--- src/logic/frbs_regs.svh ---
`ifndef FRBS_REGS_SVH
`define FRBS_REGS_SVH
// number of translation entries
`define FRBS_ENTRIES 8
// address width of the fetch path
`define FRBS_AW 32
// entry field that marks a disabled entry (start and end all ones)
`define FRBS_DISABLED_ADDR 32'hffff_ffff
// fixed slot signature value; arbitrary value, not a real part code
`define FRBS_SIGNATURE 32'h5a3c_96e1
// erased signature written into the superseded slot
`define FRBS_SIG_ERASED 32'h0000_0000
// default physical start of the first and second image slot
`define FRBS_SLOT0_BASE 32'h0800_6000
`define FRBS_SLOT1_BASE 32'h0810_6000
// virtual window of the first core image
`define FRBS_VWIN0 32'h0c00_0000
// virtual window of the second core image
`define FRBS_VWIN1 32'h0e00_0000
`endif

--- src/logic/frbs_pkg.sv ---
package frbs_pkg;
  // one translation entry as software programs it
  typedef struct packed {
    logic [31:0] start_addr;
    logic [31:0] end_addr;
    logic [31:0] offset;
    logic subtract;
  } frbs_entry_t;

  // boot selector states, one-hot
  typedef enum logic [3:0] {
    FRBS_ST_IDLE = 4'h1,
    FRBS_ST_EVAL = 4'h2,
    FRBS_ST_DONE = 4'h4,
    FRBS_ST_FAIL = 4'h8
  } frbs_boot_state_t;

  // updater states, one-hot
  typedef enum logic [4:0] {
    FRBS_UP_IDLE = 5'h01,
    FRBS_UP_WAIT = 5'h02,
    FRBS_UP_SIGN = 5'h04,
    FRBS_UP_ERASE = 5'h08,
    FRBS_UP_DONE = 5'h10
  } frbs_up_state_t;
endpackage

--- src/logic/frbs_link_if.sv ---
`timescale 1ns/100ps
// link between the remap/boot device and the software-side controller
interface frbs_link_if;
  // entry programming
  logic prog_we;
  logic [2:0] prog_idx;
  logic [31:0] prog_start;
  logic [31:0] prog_end;
  logic [31:0] prog_offset;
  logic prog_sub;
  // slot signatures and verify results fed to the selector
  logic boot_req;
  logic [31:0] sig0;
  logic [31:0] sig1;
  logic hash_ok0;
  logic hash_ok1;
  // selector answer
  logic boot_done;
  logic boot_fail;
  logic boot_slot;
  // translation path
  logic [31:0] vaddr;
  logic [31:0] paddr;
  logic hit;

  modport dev (
    input prog_we, prog_idx, prog_start, prog_end, prog_offset, prog_sub,
    input boot_req, sig0, sig1, hash_ok0, hash_ok1, vaddr,
    output boot_done, boot_fail, boot_slot, paddr, hit
  );
  modport ctl (
    output prog_we, prog_idx, prog_start, prog_end, prog_offset, prog_sub,
    output boot_req, sig0, sig1, hash_ok0, hash_ok1, vaddr,
    input boot_done, boot_fail, boot_slot, paddr, hit
  );
endinterface

--- src/logic/frbs_ctl.sv ---
`timescale 1ns/100ps
`include "frbs_regs.svh"
// controller end: runs boot selection, programs entries, runs updates
module frbs_ctl
  import frbs_pkg::*;
(
  // clock and reset
  input wire logic clk,
  input wire logic sys_rst,
  // link to the device
  frbs_link_if.ctl link,
  // user: slot verify hook results and image sizes
  input wire logic hook_ok0,
  input wire logic hook_ok1,
  input wire logic [31:0] img0_size,
  input wire logic [31:0] img1_size,
  // user: boot request and status
  input wire logic start_boot,
  output logic booted,
  output logic boot_failed,
  output logic active_slot,
  // user: update control
  input wire logic upd_start,
  input wire logic upd_csum_valid,
  input wire logic upd_csum_ok,
  output logic upd_busy,
  output logic upd_target,
  output logic upd_aborted,
  // user: user entries 2..7 programming
  input wire logic user_we,
  input wire logic [2:0] user_idx,
  input frbs_entry_t user_entry,
  // user: fetch
  input wire logic [31:0] fetch_vaddr,
  output logic [31:0] fetch_paddr
);
  typedef struct packed {
    logic [31:0] sig0;
    logic [31:0] sig1;
    logic req;
    logic armed; // request has stood one cycle, so the device answer is fresh
    logic [1:0] prog_step;
    logic booted;
    logic failed;
    logic slot;
    frbs_up_state_t up;
    logic target;
    logic aborted;
  } frbs_ctl_state_t;

  frbs_ctl_state_t s_reg;
  frbs_ctl_state_t s_next;
  logic [31:0] base; // physical start of active slot

  assign base = s_reg.slot ? `FRBS_SLOT1_BASE : `FRBS_SLOT0_BASE;

  // next-state logic
  always_comb begin
    s_next = s_reg;
    link.prog_we = 1'b0;
    link.prog_idx = 3'h0;
    link.prog_start = `FRBS_DISABLED_ADDR;
    link.prog_end = `FRBS_DISABLED_ADDR;
    link.prog_offset = `FRBS_SIG_ERASED;
    link.prog_sub = 1'b1;
    if (start_boot && !s_reg.req) begin
      s_next.req = 1'b1;
      s_next.booted = 1'b0;
      s_next.failed = 1'b0;
    end
    // the device keeps the previous verdict until it has seen the new request,
    // so the first cycle of a request must not be read as an answer
    s_next.armed = s_reg.req;
    if (s_reg.req && s_reg.armed && link.boot_fail) begin
      s_next.failed = 1'b1;
      s_next.req = 1'b0;
    end
    if (s_reg.req && s_reg.armed && link.boot_done) begin
      s_next.slot = link.boot_slot;
      s_next.req = 1'b0;
      s_next.prog_step = 2'h1;
    end
    // two entry writes after selection, then mark booted
    case (s_reg.prog_step)
      2'h1: begin
        link.prog_we = 1'b1;
        link.prog_idx = 3'h0;
        link.prog_start = `FRBS_VWIN0;
        link.prog_end = `FRBS_VWIN0 + img0_size;
        link.prog_offset = `FRBS_VWIN0 - base;
        s_next.prog_step = 2'h2;
      end
      2'h2: begin
        link.prog_we = 1'b1;
        link.prog_idx = 3'h1;
        link.prog_start = `FRBS_VWIN1;
        link.prog_end = `FRBS_VWIN1 + img1_size;
        // second image follows the first in the same slot
        link.prog_offset = `FRBS_VWIN1 - (base + img0_size);
        s_next.prog_step = 2'h0;
        s_next.booted = 1'b1;
      end
      default: begin
        // user writes only reach entries above the reserved pair
        if (user_we && user_idx >= 3'h2) begin
          link.prog_we = 1'b1;
          link.prog_idx = user_idx;
          link.prog_start = user_entry.start_addr;
          link.prog_end = user_entry.end_addr;
          link.prog_offset = user_entry.offset;
          link.prog_sub = user_entry.subtract;
        end
      end
    endcase
    // updater sequence
    case (s_reg.up)
      FRBS_UP_IDLE: begin
        if (upd_start) begin
          s_next.target = !s_reg.slot;
          s_next.aborted = 1'b0;
          s_next.up = FRBS_UP_WAIT;
        end
      end
      FRBS_UP_WAIT: begin
        if (upd_csum_valid) begin
          s_next.aborted = !upd_csum_ok;
          s_next.up = upd_csum_ok ? FRBS_UP_SIGN : FRBS_UP_IDLE;
        end
      end
      FRBS_UP_SIGN: begin
        if (s_reg.target) s_next.sig1 = `FRBS_SIGNATURE;
        else s_next.sig0 = `FRBS_SIGNATURE;
        s_next.up = FRBS_UP_ERASE;
      end
      FRBS_UP_ERASE: begin
        if (s_reg.target) s_next.sig0 = `FRBS_SIG_ERASED;
        else s_next.sig1 = `FRBS_SIG_ERASED;
        s_next.up = FRBS_UP_DONE;
      end
      FRBS_UP_DONE: begin
        s_next.up = FRBS_UP_IDLE;
      end
      default: begin
        s_next.up = FRBS_UP_IDLE;
      end
    endcase
  end

  // register; signatures start erased so a fresh part reports failure
  always_ff @(posedge clk or posedge sys_rst) begin
    if (sys_rst) begin
      s_reg <= '0;
      s_reg.up <= FRBS_UP_IDLE;
    end else begin
      s_reg <= s_next;
    end
  end

  // link drive
  assign link.boot_req = s_reg.req;
  assign link.sig0 = s_reg.sig0;
  assign link.sig1 = s_reg.sig1;
  assign link.hash_ok0 = hook_ok0;
  assign link.hash_ok1 = hook_ok1;
  assign link.vaddr = fetch_vaddr;
  // user outputs
  assign fetch_paddr = link.paddr;
  assign booted = s_reg.booted;
  assign boot_failed = s_reg.failed;
  assign active_slot = s_reg.slot;
  assign upd_busy = (s_reg.up != FRBS_UP_IDLE);
  assign upd_target = s_reg.target;
  assign upd_aborted = s_reg.aborted;
endmodule

--- src/flat_wrapper.sv ---
// flat-port wrapper written by rule: the top's interface ports become plain ports
module frbs_ctl_flat import frbs_pkg::*;
  (clk, sys_rst, hook_ok0, hook_ok1, img0_size, img1_size, start_boot, booted, boot_failed, active_slot, upd_start, upd_csum_valid, upd_csum_ok, upd_busy, upd_target, upd_aborted, user_we, user_idx, user_entry, fetch_vaddr, fetch_paddr, link_prog_we, link_prog_idx, link_prog_start, link_prog_end, link_prog_offset, link_prog_sub, link_boot_req, link_sig0, link_sig1, link_hash_ok0, link_hash_ok1, link_vaddr, link_boot_done, link_boot_fail, link_boot_slot, link_paddr, link_hit);
  frbs_link_if link_i ();
  input wire logic clk;
  input wire logic sys_rst;
  input wire logic hook_ok0;
  input wire logic hook_ok1;
  input wire logic [31:0] img0_size;
  input wire logic [31:0] img1_size;
  input wire logic start_boot;
  output logic booted;
  output logic boot_failed;
  output logic active_slot;
  input wire logic upd_start;
  input wire logic upd_csum_valid;
  input wire logic upd_csum_ok;
  output logic upd_busy;
  output logic upd_target;
  output logic upd_aborted;
  input wire logic user_we;
  input wire logic [2:0] user_idx;
  input frbs_entry_t user_entry;
  input wire logic [31:0] fetch_vaddr;
  output logic [31:0] fetch_paddr;
  output wire logic [$bits(link_i.prog_we)-1:0] link_prog_we;
  output wire logic [$bits(link_i.prog_idx)-1:0] link_prog_idx;
  output wire logic [$bits(link_i.prog_start)-1:0] link_prog_start;
  output wire logic [$bits(link_i.prog_end)-1:0] link_prog_end;
  output wire logic [$bits(link_i.prog_offset)-1:0] link_prog_offset;
  output wire logic [$bits(link_i.prog_sub)-1:0] link_prog_sub;
  output wire logic [$bits(link_i.boot_req)-1:0] link_boot_req;
  output wire logic [$bits(link_i.sig0)-1:0] link_sig0;
  output wire logic [$bits(link_i.sig1)-1:0] link_sig1;
  output wire logic [$bits(link_i.hash_ok0)-1:0] link_hash_ok0;
  output wire logic [$bits(link_i.hash_ok1)-1:0] link_hash_ok1;
  output wire logic [$bits(link_i.vaddr)-1:0] link_vaddr;
  input wire logic [$bits(link_i.boot_done)-1:0] link_boot_done;
  input wire logic [$bits(link_i.boot_fail)-1:0] link_boot_fail;
  input wire logic [$bits(link_i.boot_slot)-1:0] link_boot_slot;
  input wire logic [$bits(link_i.paddr)-1:0] link_paddr;
  input wire logic [$bits(link_i.hit)-1:0] link_hit;
  assign link_prog_we = link_i.prog_we;
  assign link_prog_idx = link_i.prog_idx;
  assign link_prog_start = link_i.prog_start;
  assign link_prog_end = link_i.prog_end;
  assign link_prog_offset = link_i.prog_offset;
  assign link_prog_sub = link_i.prog_sub;
  assign link_boot_req = link_i.boot_req;
  assign link_sig0 = link_i.sig0;
  assign link_sig1 = link_i.sig1;
  assign link_hash_ok0 = link_i.hash_ok0;
  assign link_hash_ok1 = link_i.hash_ok1;
  assign link_vaddr = link_i.vaddr;
  assign link_i.boot_done = link_boot_done;
  assign link_i.boot_fail = link_boot_fail;
  assign link_i.boot_slot = link_boot_slot;
  assign link_i.paddr = link_paddr;
  assign link_i.hit = link_hit;
  frbs_ctl u_core (.clk(clk), .sys_rst(sys_rst), .link(link_i), .hook_ok0(hook_ok0), .hook_ok1(hook_ok1), .img0_size(img0_size), .img1_size(img1_size), .start_boot(start_boot), .booted(booted), .boot_failed(boot_failed), .active_slot(active_slot), .upd_start(upd_start), .upd_csum_valid(upd_csum_valid), .upd_csum_ok(upd_csum_ok), .upd_busy(upd_busy), .upd_target(upd_target), .upd_aborted(upd_aborted), .user_we(user_we), .user_idx(user_idx), .user_entry(user_entry), .fetch_vaddr(fetch_vaddr), .fetch_paddr(fetch_paddr));
endmodule
--- config.mk ---
export PLATFORM = sky130hd
export DESIGN_NAME = frbs_ctl_flat
export DESIGN_NICKNAME = d
export VERILOG_FILES = /design/src/logic/frbs_pkg.sv /design/src/logic/frbs_link_if.sv /design/src/logic/frbs_ctl.sv /design/src/flat_wrapper.sv
export VERILOG_INCLUDE_DIRS = /design/src /design/src/logic
export SDC_FILE = /design/constraint.sdc
export NUM_CORES = 1
export LEC_CHECK = 0
export BUFFER_PORTS_ARGS = -buffer_cell sky130_fd_sc_hd__buf_2
export CELL_PAD_IN_SITES_DETAIL_PLACEMENT = 1
export CELL_PAD_IN_SITES_GLOBAL_PLACEMENT = 1
export CORE_AREA = 2 2 187 189
export CTS_CLUSTER_SIZE = 28
export DETAILED_ROUTE_END_ITERATION = 6
export DIE_AREA = 0 0 189 191
export PLACE_DENSITY = 0.68
export RECOVER_POWER = 50
export SYNTH_ARGS = -nofsm -noshare
export SYNTH_HDL_FRONTEND = slang
export SYNTH_SLANG_ARGS = --single-unit
--- constraint.sdc ---
create_clock -name clk -period 2.2 [get_ports clk]
set_input_delay 0 -clock clk [delete_from_list [all_inputs] [get_ports clk]]
set_output_delay 0 -clock clk [all_outputs]
set_load 0.02 [all_outputs]
==> results of run 1 <==
-- routing by layer --
metal,wire [microns],share of wire,global-route usage
met1,9440,0.39,0.145
met2,12800,0.53,0.240
met3,1510,0.062,0.0173
met4,506,0.021,0.0306
met5,0,0,0
-- logic make-up (layout without fill, tap and decap cells) --
group / count (synthesis) / after routing / share of synthesized area
AO/OA/AOI/OAI: 161 / 161 / 0.233
XOR/XNOR: 32 / 32 / 0.0595
other: 1 / 33 / 0.000796
AND/OR/NAND/NOR: 257 / 257 / 0.239
multiplexers: 2 / 2 / 0.00451
adder cells (fa/ha/maj): 40 / 40 / 0.106
flip-flops: 16 / 16 / 0.0852
buffers and inverters: 211 / 452 / 0.272
-- where the power goes --
group / total [uW] / leakage [uW] / internal (uW) / switching, uW
Clock: 403 / 0.0000442 / 277 / 126
Sequential: 522 / 0.000195 / 404 / 118
Combinational: 8940 / 0.00337 / 3220 / 5710
Total: 9860 / 0.00361 / 3900 / 5960
-- synth_stat cells (2+ instances only) --
cell type  count  share of area
o21a_1         6         0.0096
a21o_1         5         0.0080
ha_1          40           0.11
nand2_1      109          0.087
a221oi_1      33          0.061
o21ai_0       39          0.041
nand2b_1       6         0.0080
dfrtp_1       15          0.080
a31oi_1        2         0.0027
a221o_1        2         0.0042
a211o_1        2         0.0037
xor2_1         9          0.017
o21ai_1        5         0.0053
nor4_1         3         0.0040
a211oi_1       2         0.0032
o21bai_1       5         0.0080
nor2b_1        7         0.0093
inv_1         48          0.038
nor3_1         9         0.0096
nand4b_1       2         0.0037
nand4_1        8          0.011
a311oi_1       2         0.0037
a21oi_1       37          0.039
buf_4        130           0.21
o31ai_1        3         0.0048
nand3b_1       3         0.0048
xnor2_1       23          0.043
nand3_1       10          0.011
nor2_1        82          0.065
and3_1         8          0.011
or3_1          4         0.0053
or2_2          2         0.0027
clkbuf_1      29          0.023
buf_1          3         0.0024
-- area by class of cell --
type,instances,share of cell area
multi-input combinational,524,0.494
sequential,16,0.0570
inverter,48,0.0255
clock buffer,4,0.0126
tap,455,0.0805
antenna,1,0.000354
timing repair buffer,400,0.330
-- worst max-delay path by stage --
| stage | startpoint | endpoint | slack [ps] | depth (start not counted) |
|---|---|---|---|---|
| global placement | img0_size[0] | link_prog_offset[29] | -280 | 15 |
| floorplan | u_core.active_slot$_DFFE_PP0P_ | link_prog_offset[28] | -30 | 12 |
| finish | u_core.active_slot$_DFFE_PP0P_ | link_prog_offset[31] | -420 | 13 |
| CTS | u_core.active_slot$_DFFE_PP0P_ | link_prog_offset[29] | -460 | 12 |
| global route | u_core.active_slot$_DFFE_PP0P_ | link_prog_offset[29] | -530 | 12 |
| detailed placement | img0_size[0] | link_prog_offset[29] | -340 | 15 |
-- timing repair --
action | 4_1_cts | 5_1_grt
buffers inserted | 10 | 5
endpoints found under the setup margin | 16 | 47
pin swaps | 27 | 13
hold endpoints to repair | 16 | 0
resized for setup | 61 | 28
hold buffers | 2 | 0
-- worst max-delay path, stage by stage (launching register included) --
cell	delay [ps]
dfrtp_2	400
inv_2	60
ha_4	160
ha_4	150
a21o_1	170
a21o_1	170
a21oi_2	150
o211ai_1	130
buf_4	170
nand3_2	50
nand3_2	90
or4_1	420
nand4_1	90
buf_4	140
-- through the flow --
step	hold slack, ps	worst slack, ps	cell area (sq um)
finish	0.00668	-417	7070
detailed placement	0.137	-340	6530
floorplan	-87.0	-27.1	4930
global placement	0.137	-276	6530
global route	0.0294	-532	7070
CTS	0.137	-457	6950
==> qor.yml, run 1 <==
rsz0062_at_grt: "true"
ys_dominant_reg_cell: "dfrtp_1"
worst_clock_skew_ps: 5.08
finalNonFillerCells: 1448
cp-start-kind: "flip-flop"
slew_violations: 0
violations: "negative setup slack"
netlist_area_sq_mm: 0.00471
firstDrtPassIters: 4
synth-edff-count: 0
post_drt_wl_per_cell_microns: 16.7
r2r_end: "u_core.s_reg[2]$_DFFE_PP1P_"
cts_made_buffers: 3
hold_depth: 0
regArea_sq_um: 403
worst_ir_drop_vdd_mv: 0.653
fp.dieH_microns: 191
ant_nets: 0
cap_violations: 0
synth-seq-area-share: 0.0852
vias_per_cell: 4.10
reg2reg_depth: 4
coreArea_sq_mm: 0.0341
clk_pin_slew_worst_paths_ps: 50
p_total_uw: 9860
hpwl_mm: 20.4
worstSetupEndpointType: "output pin"
multi_input_area_sq_mm: 0.00349
min_path_type: "in2out"
grt_usage: 0.125
syn_to_final_growth_pct: 50.1
final_common_cell: "buf_2"
grt_pass1_vias: 6232
total_leakage_power_uw: 0.00361
tns_ps: -2200
gp_congestion: 0.839
root_buffer: "clkbuf_16"
final_nets: 1274
final_core_util: 0.207
drc_errors: 0
htree_levels: 1
start_util: 0.138
hold_start: "link_paddr[19]"
worstPathRequired_ps: 2200
vias: 5938
synthCells: 720
ios: 479
r2r_start: "u_core.s_reg[5]$_DFFE_PP0P_"
antenna_found_initial: 1
reg2reg_slack_ps: 460
avgSynthCellArea_sq_um: 6.54
most-common-layout-cells: "274 x buf_2, 106 x nand2_1, 82 x buf_4"
dp_cells: 1427
relSlewSlack: 0.583
cellPowerDensity_mw_per_mm2: 1390
fill_cells: 4302
cts.path.max_buffers: 2
hold_violations: 0
portBuffers: 313
cts_sinks: 16
drive_above_1_share: 0.447
largest_reg_flops: 8
holdPathEnd: "fetch_paddr[19]"
layout_min_cycle_time_ps: 2620
synth_seq_cells: 16
synth.distinct_cells: 61
synthArstFlopShare: 1.00
crit_arrival_ps: 2620
cp_max_fo: 2
grt.overflow.total: 0
yosysWarnings: 0
rows: 68
finalCritPeriodShare: 1.19
grt_max_degree: 34
worst_slack_ps: -417
worst_pin_slew_ps: 625
drtIter0Drc: 145
grt_pass1_wl_mm: 35.4
fp.dieW_microns: 189
status: "finished, violations left"
path_class: "reg2out"
dieArea_sq_mm: 0.0361
routed_wirelength_mm: 24.2
cts_tree: "done"
fmax_mhz: 382
clock_latency_ps: 250
setup_viol: 11
Note: power is estimated with default switching activity, not from simulation.
==> run 2, diff against run 1 <==
Settings changed: REMOVE_ABC_BUFFERS set to 1.
==> run 2 against run 1 <==
Compared with the run above: the run still ends with negative setup slack left; sequential cell count stayed put; die area stayed put; cell count is 1.1% higher; clock-buffer cell count stayed put; clock skew hardly changed; maximum frequency is 5.4% higher; non-clock buffer count is 10 higher; register-to-register slack better by 60 ps; cell area is 5.9% higher; first-iteration DRC count is 43% higher; worst setup slack better by 130 ps; largest cell class unchanged; highest routed layer is now met5.
==> qor.yml, run 2 (same netlist as run 1, synthesis figures left out) <==
cellPowerDensity_mw_per_mm2: 1410  # +1.1%
holdPathEnd: "fetch_paddr[22]"
cp.buffers_inverters: 2  # -1
rsz0062_at_grt: "true"
syn_to_final_growth_pct: 58.9
status: "finished, violations left"
total_leakage_power_uw: 0.00373  # +3.3%
final_common_cell: "buf_2"
crit_arrival_ps: 2480  # -140 ps
worst_pin_slew_ps: 657  # +32.7 ps
start_util: 0.138  # unchanged
violations: "negative setup slack"
dieArea_sq_mm: 0.0361  # unchanged
coreArea_sq_mm: 0.0341  # unchanged
most-common-layout-cells: "266 x buf_2, 107 x nand2_1, 90 x buf_4"
fmax_mhz: 403  # +5.4%
cap_violations: 0  # unchanged
clock_latency_ps: 250  # about the same
ant_nets: 0  # unchanged
routed_wirelength_mm: 32.0  # +32%
min_path_type: "in2out"
grt_pass1_wl_mm: 42.3  # +20%
cts.path.max_buffers: 2  # unchanged
drive_above_1_share: 0.468  # +0.0215
hold_depth: 0  # unchanged
hold_start: "link_paddr[22]"
drc_errors: 0  # unchanged
htree_levels: 1  # unchanged
met3_usage: 0.121  # +0.104
hpwl_mm: 26.4  # +29%
setup_viol: 10  # -1
dpl_cell_area_sq_mm: 0.00647  # -0.82%
layout_min_cycle_time_ps: 2480  # -133 ps
crit_path_top_delay_cell: "or4_1"
ios: 479  # unchanged
worst_ir_drop_vdd_mv: 0.869  # +33%
rows: 68  # unchanged
hold_violations: 0  # unchanged
r2r_start: "u_core.s_reg[5]$_DFFE_PP0P_"
slowest_delay_ps: 410  # about the same
crit_cells: 12  # -1
cp-start-kind: "flip-flop"
cts_tree: "done"
fp.dieH_microns: 191  # unchanged
cts_sinks: 16  # unchanged
worst_clock_skew_ps: 4.73  # -0.352 ps
worstSetupEndpointType: "output pin"
post_drt_wl_per_cell_microns: 21.9  # +31%
crit_path_cell_trace: "inv_2, ha_4, ha_4, a21o_1, a21o_1, a21oi_2, o211ai_1, nand3_1, nand3_2, or4_1, nand4_1, buf_6"
root_buffer: "clkbuf_16"
slew_violations: 0  # unchanged
finalCritPeriodShare: 1.13  # -0.0604
largest_reg_flops: 8  # unchanged
path_class: "reg2out"
drtIter0Drc: 208  # +43%
grt_max_degree: 34  # unchanged
grt_use_met1: 0.186  # +0.0407
grt.overflow.total: 0  # unchanged
reg2reg_slack_ps: 520  # +60 ps
grt_pass1_vias: 6132  # -1.6%
worst_hold_slack_ps: 0.0263  # +0.0196 ps
clk_pin_slew_worst_paths_ps: 50  # about the same
worst_slack_ps: -284  # +133 ps
reg2reg_depth: 4  # unchanged
vias_per_cell: 4.29  # +4.7%
crit_family: "simple AND/OR/NAND/NOR gates"
antenna_found_initial: 15  # +14
firstDrtPassIters: 4  # unchanged
portBuffers: 313  # unchanged
cp_max_fo: 3  # +1
final_core_util: 0.219  # +0.0122
grt_usage: 0.161  # +0.0362
fp.dieW_microns: 189  # unchanged
grtUsageMet2: 0.235  # -0.00564
fin_area_sq_mm: 0.00749  # +5.9%
gp_congestion: 0.813  # -3.0%
relSlewSlack: 0.561  # -0.0218
worstPathRequired_ps: 2200  # about the same
grt.busiest_layer: "met2"
r2r_end: "u_core.s_reg[2]$_DFFE_PP1P_"
final_nets: 1284  # +0.78%
vias: 6286  # +5.9%
cts_made_buffers: 3  # unchanged
==> run 2: metal layers <==
| metal | vias to the layer above | part of all wire |
|---|---|---|
| met4 | 22 | 0.015 |
| met5 | - | 0.016 |
| li1 | 2870 | - |
| met1 | 2934 | 0.40 |
| met2 | 413 | 0.41 |
| met3 | 47 | 0.16 |
==> run 2: cell type report <==
cell class              instances  area (sq um)
diodes                          7          17.5
repair buffers                410          2550
fillers                      4260         26600
inverters                      48           190
clock buffers                   4          88.8
well taps                     455           569
multi-input cells             524          3670
flip-flops and latches         16           402
==> run 2: worst register-to-register path: cells and delay by family, from the launching register on <==
| kind | cells | cell delay (ps) |
|---|---|---|
| simple gates | 2 | 680 |
| flops | 1 | 390 |
| compound gates | 2 | 540 |
==> run 2: repair_timing <==
item,CTS,global route
buffers inserted,7,14
cloned,1,3
setup endpoints to repair,45,17
endpoints found under the hold margin,16,0
pin swaps,39,43
hold buffers,2,0
resized for setup,69,85
==> run 2: worst max-delay path by stage <==
stage,endpoint,from
after global routing,link_prog_offset[29],u_core.active_slot$_DFFE_PP0P_
after floorplan,link_prog_offset[25],u_core.s_reg[10]$_DFFE_PP0P_
after global placement,link_prog_offset[29],u_core.active_slot$_DFFE_PP0P_
after detailed placement,link_prog_offset[29],u_core.active_slot$_DFFE_PP0P_
after CTS,link_prog_offset[29],u_core.active_slot$_DFFE_PP0P_
final,link_prog_offset[31],u_core.active_slot$_DFFE_PP0P_
==> run 2: per-stage QoR <==
stage	cells	TNS (ps)	total power, uW	worst slack [ps]
detailed placement	1430	-1840	9000	-209
global placement	1430	-1280	8920	-223
floorplan	588	-76140	5380	-1250
finish	1464	-1720	10600	-284
CTS	1442	-1860	10100	-316
global route	1458	-2940	11300	-475
==> run 2: report_power, final <==
group          internal (uW)  leakage [uW]  switching [uW]
clock network            276     0.0000442             120
logic                   3650       0.00349            6000
registers                402      0.000196             112
